===== src/mdbi_pkg.sv =====
package mdbi_pkg;

   // Channel layout of the full board.
   localparam int NUM_CHANNELS = 16;
   localparam int NUM_PAIRS = 8;
   localparam int CODE_W = 12;
   localparam int LOW_W = 8;
   localparam int HIGH_W = 4;

   // Expansion-bus I/O address layout.
   localparam int IO_ADDR_W = 10;
   localparam int BASE_LSB = 5;
   localparam int BASE_W = 5;
   localparam int SLOT_W = 5;

   // Factory jumper and switch settings.
   localparam logic [IO_ADDR_W-1:0] IO_BASE_DEFAULT = 10'h300;
   localparam logic [BASE_W-1:0] BASE_SWITCH_DEFAULT =
      IO_BASE_DEFAULT[IO_ADDR_W-1:BASE_LSB];
   localparam logic WAIT_JUMPER_DEFAULT = 1'h0;
   localparam logic [NUM_PAIRS-1:0] XFER_JUMPER_DEFAULT = 8'h00;

   // Register bus layout: one aligned word for each byte register.
   localparam int AXI_ADDR_W = 12;
   localparam int AXI_DATA_W = 32;
   localparam int WORD_LSB = 2;
   localparam logic [1:0] RESP_OKAY = 2'h0;
   localparam logic [1:0] RESP_DECERR = 2'h3;

   // Write path states.
   typedef enum logic [1:0] {
      WR_IDLE = 2'b00,
      WR_WAIT = 2'b01,
      WR_RESP = 2'b10
   } mdbi_wr_state_t;

   // Read path states.
   typedef enum logic [1:0] {
      RD_IDLE = 2'b00,
      RD_WAIT = 2'b01,
      RD_RESP = 2'b10
   } mdbi_rd_state_t;

endpackage


===== src/mdbi_sync.sv =====
`timescale 1ns/1ps
module mdbi_sync #(
   parameter int WIDTH = 1,
   parameter logic [WIDTH-1:0] RESET_VALUE = '0
) (
   // Clock and reset.
   input wire logic sys_clk,
   input wire logic reset_n,
   // Asynchronous level in, synchronised level out.
   input wire logic [WIDTH-1:0] pin_in,
   output logic [WIDTH-1:0] level_out
);

   logic [WIDTH-1:0] meta;

   // Two flip-flops; only the second stage reads the first.
   always_ff @(posedge sys_clk) begin
      if (!reset_n) begin
         meta <= RESET_VALUE;
         level_out <= RESET_VALUE;
      end else begin
         meta <= pin_in;
         level_out <= meta;
      end
   end

endmodule


===== src/mdbi_chan.sv =====
`timescale 1ns/1ps
module mdbi_chan (
   // Clock and reset.
   input wire logic sys_clk,
   input wire logic reset_n,
   // Byte writes from the bus.
   input wire logic low_we,
   input wire logic high_we,
   input wire logic [mdbi_pkg::LOW_W-1:0] byte_in,
   // Update control.
   input wire logic simul_mode,
   input wire logic xfer,
   // Readback and analog side.
   output logic [mdbi_pkg::LOW_W-1:0] low_byte,
   output logic [mdbi_pkg::HIGH_W-1:0] high_nib,
   output logic [mdbi_pkg::CODE_W-1:0] dac_code,
   output logic dac_update
);

   logic [mdbi_pkg::CODE_W-1:0] hold_code;
   wire logic [mdbi_pkg::CODE_W-1:0] next_hold_code;
   wire logic load_now;

   // The high byte joins the stored low byte into one code.
   assign next_hold_code = high_we ?
      {byte_in[mdbi_pkg::HIGH_W-1:0], low_byte} : hold_code;

   // Individual pairs load on the high byte, grouped pairs on a transfer.
   assign load_now = (high_we & ~simul_mode) | (xfer & simul_mode);

   // First rank holds the bytes, second rank drives the converter.
   always_ff @(posedge sys_clk) begin
      if (!reset_n) begin
         low_byte <= '0;
         high_nib <= '0;
         hold_code <= '0;
         dac_code <= '0;
         dac_update <= 1'b0;
      end else begin
         if (low_we) begin
            low_byte <= byte_in;
         end
         if (high_we) begin
            high_nib <= byte_in[mdbi_pkg::HIGH_W-1:0];
            hold_code <= next_hold_code;
         end
         if (load_now) begin
            dac_code <= next_hold_code;
         end
         dac_update <= load_now;
      end
   end

endmodule


===== src/mdbi_top.sv =====
// Design decisions made here: the AXI4-Lite interface to the registers and the register offsets.
`timescale 1ns/1ps
// Overview of operation
// Host writes each code as two bytes; the device joins them into one word.
// Individual mode keeps the output until the high byte is written.
// Each DAC pair chooses simultaneous update on its own jumper.
// Simultaneous pairs only load the holding latch, output stays unchanged.
// A read of any decoded board address transfers all grouped pairs at once.
// I/O address bits 9 to 5 must match the base switch setting.
// Base defaults to 300 hex, update mode defaults to individual.
// Fitted wait jumper adds one wait state to board accesses.
// The wait state applies only to accesses that hit this board.
// No defined output code is promised after power-up.
// Each channel has a low byte register and a high four-bit register.
// Sixteen channels decode 32 registers, eight channels decode 16.
// Channel n low byte at base plus 2n, high byte at plus one.
module mdbi_top #(
   parameter int BOARD_CHANNELS = 16
) (
   // Clock and reset.
   input wire logic sys_clk,
   input wire logic reset_n,

   // AXI4-Lite write address channel.
   input wire logic [mdbi_pkg::AXI_ADDR_W-1:0] s_axi_awaddr,
   input wire logic [2:0] s_axi_awprot,
   input wire logic s_axi_awvalid,
   output logic s_axi_awready,

   // AXI4-Lite write data channel.
   input wire logic [mdbi_pkg::AXI_DATA_W-1:0] s_axi_wdata,
   input wire logic [3:0] s_axi_wstrb,
   input wire logic s_axi_wvalid,
   output logic s_axi_wready,

   // AXI4-Lite write response channel.
   output logic [1:0] s_axi_bresp,
   output logic s_axi_bvalid,
   input wire logic s_axi_bready,

   // AXI4-Lite read address channel.
   input wire logic [mdbi_pkg::AXI_ADDR_W-1:0] s_axi_araddr,
   input wire logic [2:0] s_axi_arprot,
   input wire logic s_axi_arvalid,
   output logic s_axi_arready,

   // AXI4-Lite read data channel.
   output logic [mdbi_pkg::AXI_DATA_W-1:0] s_axi_rdata,
   output logic [1:0] s_axi_rresp,
   output logic s_axi_rvalid,
   input wire logic s_axi_rready,

   // Board switches and jumpers, asynchronous levels.
   input wire logic [mdbi_pkg::BASE_W-1:0] base_switch,
   input wire logic wait_jumper,
   input wire logic [mdbi_pkg::NUM_PAIRS-1:0] xfer_jumper,

   // Converter side.
   output logic [mdbi_pkg::NUM_CHANNELS*mdbi_pkg::CODE_W-1:0] dac_code,
   output logic [mdbi_pkg::NUM_CHANNELS-1:0] dac_update
);

   // Number of byte registers this board variant answers to.
   // The small variant answers to half the slots; the rest return a decode error.
   localparam logic [mdbi_pkg::SLOT_W:0] SLOT_COUNT =
      (mdbi_pkg::SLOT_W+1)'(2 * BOARD_CHANNELS);

   // Synchronised switch and jumper levels.
   logic [mdbi_pkg::BASE_W-1:0] base_sel;
   logic wait_sel;
   logic [mdbi_pkg::NUM_PAIRS-1:0] xfer_sel;

   // Write path storage.
   mdbi_pkg::mdbi_wr_state_t wr_state;
   mdbi_pkg::mdbi_wr_state_t next_wr_state;
   logic [mdbi_pkg::AXI_ADDR_W-1:0] aw_addr;
   logic [mdbi_pkg::LOW_W-1:0] w_byte;
   logic w_lane0;

   // Read path storage.
   mdbi_pkg::mdbi_rd_state_t rd_state;
   mdbi_pkg::mdbi_rd_state_t next_rd_state;
   logic [mdbi_pkg::AXI_ADDR_W-1:0] ar_addr;

   // Per-channel readback.
   // Storage stays in the channels; these arrays only route it back to the bus.
   logic [mdbi_pkg::LOW_W-1:0] chan_low [mdbi_pkg::NUM_CHANNELS];
   logic [mdbi_pkg::HIGH_W-1:0] chan_high [mdbi_pkg::NUM_CHANNELS];

   // Switch settings come from pins and pass two flip-flops first.
   mdbi_sync #(
      .WIDTH(mdbi_pkg::BASE_W),
      .RESET_VALUE(mdbi_pkg::BASE_SWITCH_DEFAULT)
   ) u_base_sync (
      .sys_clk(sys_clk),
      .reset_n(reset_n),
      .pin_in(base_switch),
      .level_out(base_sel)
   );

   // The wait jumper is a pin as well and is synchronised the same way.
   mdbi_sync #(
      .WIDTH(1),
      .RESET_VALUE(mdbi_pkg::WAIT_JUMPER_DEFAULT)
   ) u_wait_sync (
      .sys_clk(sys_clk),
      .reset_n(reset_n),
      .pin_in(wait_jumper),
      .level_out(wait_sel)
   );

   // Transfer jumpers, one for each pair of channels.
   mdbi_sync #(
      .WIDTH(mdbi_pkg::NUM_PAIRS),
      .RESET_VALUE(mdbi_pkg::XFER_JUMPER_DEFAULT)
   ) u_xfer_sync (
      .sys_clk(sys_clk),
      .reset_n(reset_n),
      .pin_in(xfer_jumper),
      .level_out(xfer_sel)
   );

   // Bus words map to I/O addresses, one word per byte register.
   wire logic [mdbi_pkg::IO_ADDR_W-1:0] wr_io_addr;
   wire logic [mdbi_pkg::IO_ADDR_W-1:0] rd_io_addr;
   wire logic [mdbi_pkg::SLOT_W-1:0] wr_slot;
   wire logic [mdbi_pkg::SLOT_W-1:0] rd_slot;
   assign wr_io_addr = aw_addr[mdbi_pkg::WORD_LSB +: mdbi_pkg::IO_ADDR_W];
   assign rd_io_addr = ar_addr[mdbi_pkg::WORD_LSB +: mdbi_pkg::IO_ADDR_W];
   assign wr_slot = wr_io_addr[mdbi_pkg::SLOT_W-1:0];
   assign rd_slot = rd_io_addr[mdbi_pkg::SLOT_W-1:0];

   // Board decode: base match on the upper bits, slot within the variant.
   wire logic wr_base_hit;
   wire logic rd_base_hit;
   wire logic wr_hit;
   wire logic rd_hit;
   assign wr_base_hit =
      wr_io_addr[mdbi_pkg::IO_ADDR_W-1:mdbi_pkg::BASE_LSB] == base_sel;
   assign rd_base_hit =
      rd_io_addr[mdbi_pkg::IO_ADDR_W-1:mdbi_pkg::BASE_LSB] == base_sel;
   assign wr_hit = wr_base_hit & ({1'b0, wr_slot} < SLOT_COUNT);
   assign rd_hit = rd_base_hit & ({1'b0, rd_slot} < SLOT_COUNT);

   // Address and data are both held; a wait is owed only on board hits.
   // Holding the answer back one cycle gives slow on-board parts time to settle.
   wire logic wr_both_held;
   wire logic wr_need_wait;
   wire logic wr_fire;
   assign wr_both_held = ~s_axi_awready & ~s_axi_wready;
   assign wr_need_wait = wait_sel & wr_hit;
   assign wr_fire = ((wr_state == mdbi_pkg::WR_IDLE) & wr_both_held & ~wr_need_wait)
      | (wr_state == mdbi_pkg::WR_WAIT);

   // Read fires at once or after the single wait state.
   wire logic rd_held;
   wire logic rd_need_wait;
   wire logic rd_fire;
   wire logic xfer_pulse;
   assign rd_held = ~s_axi_arready;
   assign rd_need_wait = wait_sel & rd_hit;
   assign rd_fire = ((rd_state == mdbi_pkg::RD_IDLE) & rd_held & ~rd_need_wait)
      | (rd_state == mdbi_pkg::RD_WAIT);
   assign xfer_pulse = rd_fire & rd_hit;

   // Write path sequencing.
   always_comb begin
      case (wr_state)
         mdbi_pkg::WR_IDLE: begin
            if (wr_both_held & wr_need_wait) begin
               next_wr_state = mdbi_pkg::WR_WAIT;
            end else if (wr_both_held) begin
               next_wr_state = mdbi_pkg::WR_RESP;
            end else begin
               next_wr_state = mdbi_pkg::WR_IDLE;
            end
         end
         mdbi_pkg::WR_WAIT: begin
            next_wr_state = mdbi_pkg::WR_RESP;
         end
         mdbi_pkg::WR_RESP: begin
            next_wr_state = s_axi_bready ? mdbi_pkg::WR_IDLE : mdbi_pkg::WR_RESP;
         end
         default: begin
            next_wr_state = mdbi_pkg::WR_IDLE;
         end
      endcase
   end

   // Read path sequencing.
   // A missed read never waits and never moves a grouped code.
   always_comb begin
      case (rd_state)
         mdbi_pkg::RD_IDLE: begin
            if (rd_held & rd_need_wait) begin
               next_rd_state = mdbi_pkg::RD_WAIT;
            end else if (rd_held) begin
               next_rd_state = mdbi_pkg::RD_RESP;
            end else begin
               next_rd_state = mdbi_pkg::RD_IDLE;
            end
         end
         mdbi_pkg::RD_WAIT: begin
            next_rd_state = mdbi_pkg::RD_RESP;
         end
         mdbi_pkg::RD_RESP: begin
            next_rd_state = s_axi_rready ? mdbi_pkg::RD_IDLE : mdbi_pkg::RD_RESP;
         end
         default: begin
            next_rd_state = mdbi_pkg::RD_IDLE;
         end
      endcase
   end

   // Write address and data are taken in either order and held.
   always_ff @(posedge sys_clk) begin
      if (!reset_n) begin
         s_axi_awready <= 1'b1;
         s_axi_wready <= 1'b1;
         aw_addr <= '0;
         w_byte <= '0;
         w_lane0 <= 1'b0;
      end else begin
         if (s_axi_awvalid & s_axi_awready) begin
            s_axi_awready <= 1'b0;
            aw_addr <= s_axi_awaddr;
         end else if (s_axi_bvalid & s_axi_bready) begin
            s_axi_awready <= 1'b1;
         end
         if (s_axi_wvalid & s_axi_wready) begin
            s_axi_wready <= 1'b0;
            w_byte <= s_axi_wdata[mdbi_pkg::LOW_W-1:0];
            w_lane0 <= s_axi_wstrb[0];
         end else if (s_axi_bvalid & s_axi_bready) begin
            s_axi_wready <= 1'b1;
         end
      end
   end

   // Both sequencers step on every edge; their answers are registered below.
   always_ff @(posedge sys_clk) begin
      if (!reset_n) begin
         wr_state <= mdbi_pkg::WR_IDLE;
         rd_state <= mdbi_pkg::RD_IDLE;
      end else begin
         wr_state <= next_wr_state;
         rd_state <= next_rd_state;
      end
   end

   // Write response: misses on the base or slot answer with a decode error.
   always_ff @(posedge sys_clk) begin
      if (!reset_n) begin
         s_axi_bvalid <= 1'b0;
         s_axi_bresp <= mdbi_pkg::RESP_OKAY;
      end else begin
         if (wr_fire) begin
            s_axi_bvalid <= 1'b1;
            s_axi_bresp <= wr_hit ? mdbi_pkg::RESP_OKAY : mdbi_pkg::RESP_DECERR;
         end else if (s_axi_bready) begin
            s_axi_bvalid <= 1'b0;
         end
      end
   end

   // Read address is held until the data has been taken.
   always_ff @(posedge sys_clk) begin
      if (!reset_n) begin
         s_axi_arready <= 1'b1;
         ar_addr <= '0;
      end else begin
         if (s_axi_arvalid & s_axi_arready) begin
            s_axi_arready <= 1'b0;
            ar_addr <= s_axi_araddr;
         end else if (s_axi_rvalid & s_axi_rready) begin
            s_axi_arready <= 1'b1;
         end
      end
   end

   // Readback selects the low byte or the high nibble of one channel.
   // Unused data bits read as zero, so software needs no mask.
   wire logic [mdbi_pkg::SLOT_W-2:0] rd_chan;
   wire logic [mdbi_pkg::LOW_W-1:0] rd_byte;
   wire logic [mdbi_pkg::AXI_DATA_W-1:0] rd_word;
   assign rd_chan = rd_slot[mdbi_pkg::SLOT_W-1:1];
   assign rd_byte = rd_slot[0] ?
      {{(mdbi_pkg::LOW_W-mdbi_pkg::HIGH_W){1'b0}}, chan_high[rd_chan]} :
      chan_low[rd_chan];
   assign rd_word = rd_hit ?
      {{(mdbi_pkg::AXI_DATA_W-mdbi_pkg::LOW_W){1'b0}}, rd_byte} : '0;

   // Read response; a board hit also triggers the grouped transfer.
   always_ff @(posedge sys_clk) begin
      if (!reset_n) begin
         s_axi_rvalid <= 1'b0;
         s_axi_rdata <= '0;
         s_axi_rresp <= mdbi_pkg::RESP_OKAY;
      end else begin
         if (rd_fire) begin
            s_axi_rvalid <= 1'b1;
            s_axi_rdata <= rd_word;
            s_axi_rresp <= rd_hit ? mdbi_pkg::RESP_OKAY : mdbi_pkg::RESP_DECERR;
         end else if (s_axi_rready) begin
            s_axi_rvalid <= 1'b0;
         end
      end
   end

   // A write reaches a channel only on a hit with byte lane 0 enabled.
   wire logic wr_byte_go;
   assign wr_byte_go = wr_fire & wr_hit & w_lane0;

   // One channel per slot pair; each pair shares its transfer jumper.
   // A transfer that meets a high-byte write in the same cycle moves the new code,
   // because each channel forwards the word it is loading.
   genvar ch;
   generate
      for (ch = 0; ch < mdbi_pkg::NUM_CHANNELS; ch++) begin : g_chan
         wire logic sel;
         wire logic low_we;
         wire logic high_we;
         assign sel = wr_slot[mdbi_pkg::SLOT_W-1:1] == (mdbi_pkg::SLOT_W-1)'(ch);
         assign low_we = wr_byte_go & sel & ~wr_slot[0];
         assign high_we = wr_byte_go & sel & wr_slot[0];
         mdbi_chan u_chan (
            .sys_clk(sys_clk),
            .reset_n(reset_n),
            .low_we(low_we),
            .high_we(high_we),
            .byte_in(w_byte),
            .simul_mode(xfer_sel[ch/2]),
            .xfer(xfer_pulse),
            .low_byte(chan_low[ch]),
            .high_nib(chan_high[ch]),
            .dac_code(dac_code[ch*mdbi_pkg::CODE_W +: mdbi_pkg::CODE_W]),
            .dac_update(dac_update[ch])
         );
      end
   endgenerate

endmodule


===== config.mk =====
export PLATFORM = sky130hd
export DESIGN_NAME = mdbi_top
export DESIGN_NICKNAME = d
export VERILOG_FILES = /design/src/mdbi_pkg.sv /design/src/mdbi_sync.sv /design/src/mdbi_chan.sv /design/src/mdbi_top.sv
export SDC_FILE = /design/constraint.sdc
export NUM_CORES = 1
export LEC_CHECK = 0
export ABC_AREA = 0
export BUFFER_PORTS_ARGS = -buffer_cell sky130_fd_sc_hd__buf_4
export CAP_MARGIN = 40
export CORE_MARGIN = 4
export CORE_UTILIZATION = 50
export CTS_BUF_LIST = sky130_fd_sc_hd__clkbuf_16
export CTS_CLUSTER_DIAMETER = 150
export DETAILED_ROUTE_END_ITERATION = 10
export PLACE_DENSITY = 0.76
export SKIP_CTS_REPAIR_TIMING = 1
export SYNTH_ARGS = -nofsm -noshare
export SYNTH_HDL_FRONTEND = slang
export SYNTH_SLANG_ARGS = --single-unit

===== constraint.sdc =====
create_clock -name sys_clk -period 5.65 [get_ports sys_clk]
set_input_delay 0.8475 -clock sys_clk [delete_from_list [all_inputs] [get_ports sys_clk]]
set_output_delay 0.8475 -clock sys_clk [all_outputs]
set_load 0.01 [all_outputs]

==> flow_metrics.py <==
metrics = {
    "sta": {
        "hold_ws_ns": 0.414,
        "drv_slew": 0,
        "rsz0062_at_grt": "false",
        "max_slew_margin_pct": 28.2,
        "fmax_mhz": 331,
        "setup_tns_ns": 0,
        "worstMarginPinSlew_ns": 1.08,
        "hold_viol": 0,
        "fin_crit_sh_pct": 53.4,
        "setup_viol": 0,
        "clock_skew_ns": 0.0163,
        "fin_crit_ns": 3.02,
    },
    "outcome": {
        "status": "completed",
    },
    "finish": {
        "syn_to_final_growth_pct": 18.3,
        "nNetsFinal": 2815,
        "antennaDiodeCount": 0,
        "layout-drive-gt1-share_pct": 19.2,
    },
    "grt": {
        "grt_pass1_vias": 19400,
        "grt_pass1_wl_mm": 114,
        "antenna_found_initial": 0,
        "grt_busiest_layer": "met2",
        "grt_overflow_total": 0,
        "met3_usage_pct": 5.43,
        "grt_max_degree": 240,
        "use_met2_pct": 42.4,
        "track_usage_pct": 26.5,
        "use_met1_pct": 35.8,
    },
    "cts": {
        "path_clk_slew_ns": 0.06,
        "clock_path_buffers": 3,
        "cts.sinks": 668,
        "insertion_delay_ns": 0.60,
        "cts-root-buf": "clkbuf_16",
        "cts_inserted_buffers": 69,
        "cts-htree-levels": 3,
        "cts_tree": "yes",
    },
    "placement": {
        "port-buffer-count": 274,
        "place_hpwl_mm": 51.2,
        "gp_congestion": 0.893,
    },
    "logic_synthesis": {
        "synth_top_cell_by_area": "dfxtp_1",
        "netlist_area_um2": 25500,
        "synth_edf_count": 0,
        "yosysMostFrequentCell": "dfxtp_1",
        "ys_types": 57,
        "synth_warnings": 0,
        "synth_seq_area_share_pct": 52.4,
        "synth_top_area_share_pct": 52.4,
        "avgSynthCellArea_um2": 10.0,
        "async_reset_ff_share_pct": 0,
        "synthCells": 2554,
        "synth_ff_type": "dfxtp_1",
        "yosys-top-cells-count": "dfxtp_1, mux2i_1, nor2_1, a21oi_1, nand2_1",
        "ys_ff_latch": 668,
        "synthTopCellsByArea": "dfxtp_1, mux2i_1, o31ai_1",
    },
    "floorplan": {
        "rows": 82,
        "pin_count": 336,
        "dieArea_um2": 54800,
        "start_util_pct": 50.7,
        "die_x_um": 234,
        "coreArea_um2": 50400,
        "fp.dieH_um": 234,
    },
    "power": {
        "cellLeakagePower_nw": 12.4,
        "powerDensity_nw_per_um2": 322,
        "ir_drop_mv": 0.184,
    },
    "route": {
        "vias": 20200,
        "wl_per_cell_um": 21.7,
        "drtIter0Drc": 1852,
        "post-route-drc-count": 0,
        "first_pass_iters": 5,
        "drt-vias-per-instance": 5.86,
        "wirelength_mm": 74.8,
        "ant_nets": 0,
    },
    "hold_path": {
        "min_path_type": "flip-flop to flip-flop",
    },
    "worst_setup_path": {
        "crit_required_ns": 6.19,
        "cp-end-kind": "flip-flop",
        "crit_path_max_fanout": 13,
        "criticalPathCategory": "flip-flop to flip-flop",
        "crit_arrival_ns": 3.55,
        "cp-start-kind": "flip-flop",
    },
    "flow_run": {
        "maxCapViolCount": 0,
    },
}
## cell families after synthesis
group | synth area share, %
DFF | 52.4
AOI/OAI and AO/OA | 13.4
xor gates and xnor gates | 0.431
other | 0.0147
muxes | 15.3
and+or+nand+nor | 13.4
buffers and inverters | 5.06
## stage by stage
stage          worst slack [ns]  cells  cell area [um2]  utilization [%]  total power, W
6_report                   2.63   3449            30200             60.0         0.00973
2_1_floorplan              3.48   2577            25600                -         0.00510
4_1_cts                    2.64   3449            30200             60.0         0.00977
5_1_grt                    2.46   3449            30200             60.0          0.0100
3_5_place_dp               2.68   3329            27900             55.5         0.00523
3_3_place_gp               2.61   3316            27800             55.1         0.00522
## worst paths after layout
path | startpoint | slack (ns) | depth (start not counted) | to
hold / removal | u_base_sync.meta[4] | 0.41 | 1 | u_base_sync.level_out[4]
setup reg to reg | u_base_sync.level_out[4] | 2.63 | 6 | s_axi_rdata[2]
hold reg to reg | u_base_sync.meta[4] | 0.41 | 1 | u_base_sync.level_out[4]
setup / recovery | u_base_sync.level_out[4] | 2.63 | 6 | s_axi_rdata[2]
## cell usage in the layout, fill, tap and decap left out, types with 5 or more instances in the layout
cell / synthesis / layout
a21oi_1: 260 / 260
a221oi_1: 7 / 7
a311oi_1: 17 / 17
and2_1: 46 / 46
and3_1: 7 / 7
buf_4: 48 / 315
buf_8: 0 / 7
bufinv_16: 0 / 9
clkbuf_16: 0 / 73
clkinv_1: 1 / 15
clkinv_2: 0 / 12
conb_1: 1 / 24
dfxtp_1: 668 / 667
inv_1: 14 / 20
mux2i_1: 284 / 284
mux4_2: 47 / 47
nand2_1: 177 / 177
nand2b_1: 7 / 7
nand3_1: 83 / 83
nand4_1: 13 / 13
nor2_1: 282 / 282
nor3_1: 37 / 29
nor3_2: 1 / 9
nor3_4: 8 / 8
nor4_2: 4 / 9
o21ai_0: 71 / 71
o31ai_1: 176 / 176
or2_2: 17 / 17
or3_1: 5 / 5
xnor2_1: 7 / 7
## area by class of cell
type / instances / area (um2)
Fill cell: 4120 / 20200
Sequential cell: 668 / 13400
Multi-Input combinational cell: 1642 / 11000
Timing Repair Buffer: 332 / 2630
Clock buffer: 73 / 1830
Tap cell: 672 / 841
Clock inverter: 47 / 449
Inverter: 15 / 63.8
## metal layers
metal	wire length, um	up-vias	part of all wire, %
met3	5930	159	7.9
met5	0	-	0
met4	2550	0	3.4
met1	31600	9873	42
li1	-	9356	-
met2	34700	820	46
## worst max-delay path: stages, from the launching register on
cell	delay (ns)
dfxtp_1	0.40
xnor2_1	0.17
nand3_1	0.62
o41ai_1	0.84
clkdlybuf4s15_2	0.35
and2_1	0.35
a221o_1	0.22
## where the power goes
group	internal, W	leakage, nW	switching [W]
clock	0.00274	1.14	0.00186
sequential	0.00474	5.39	0.0000476
combinational	0.000108	5.85	0.000242
total	0.00759	12.4	0.00215
## registers in the layout, indices dropped and copies added, names as in the netlist, 5 cells and up
signal	cells
ar_addr	10
aw_addr	10
g_chan.u_chan.dac_code	192
g_chan.u_chan.dac_update	16
g_chan.u_chan.high_nib	64
g_chan.u_chan.hold_code	192
g_chan.u_chan.low_byte	128
s_axi_rdata	8
u_base_sync.level_out	5
u_base_sync.meta	5
u_xfer_sync.level_out	8
u_xfer_sync.meta	8
w_byte	8
(Power assumes the default switching activity.)
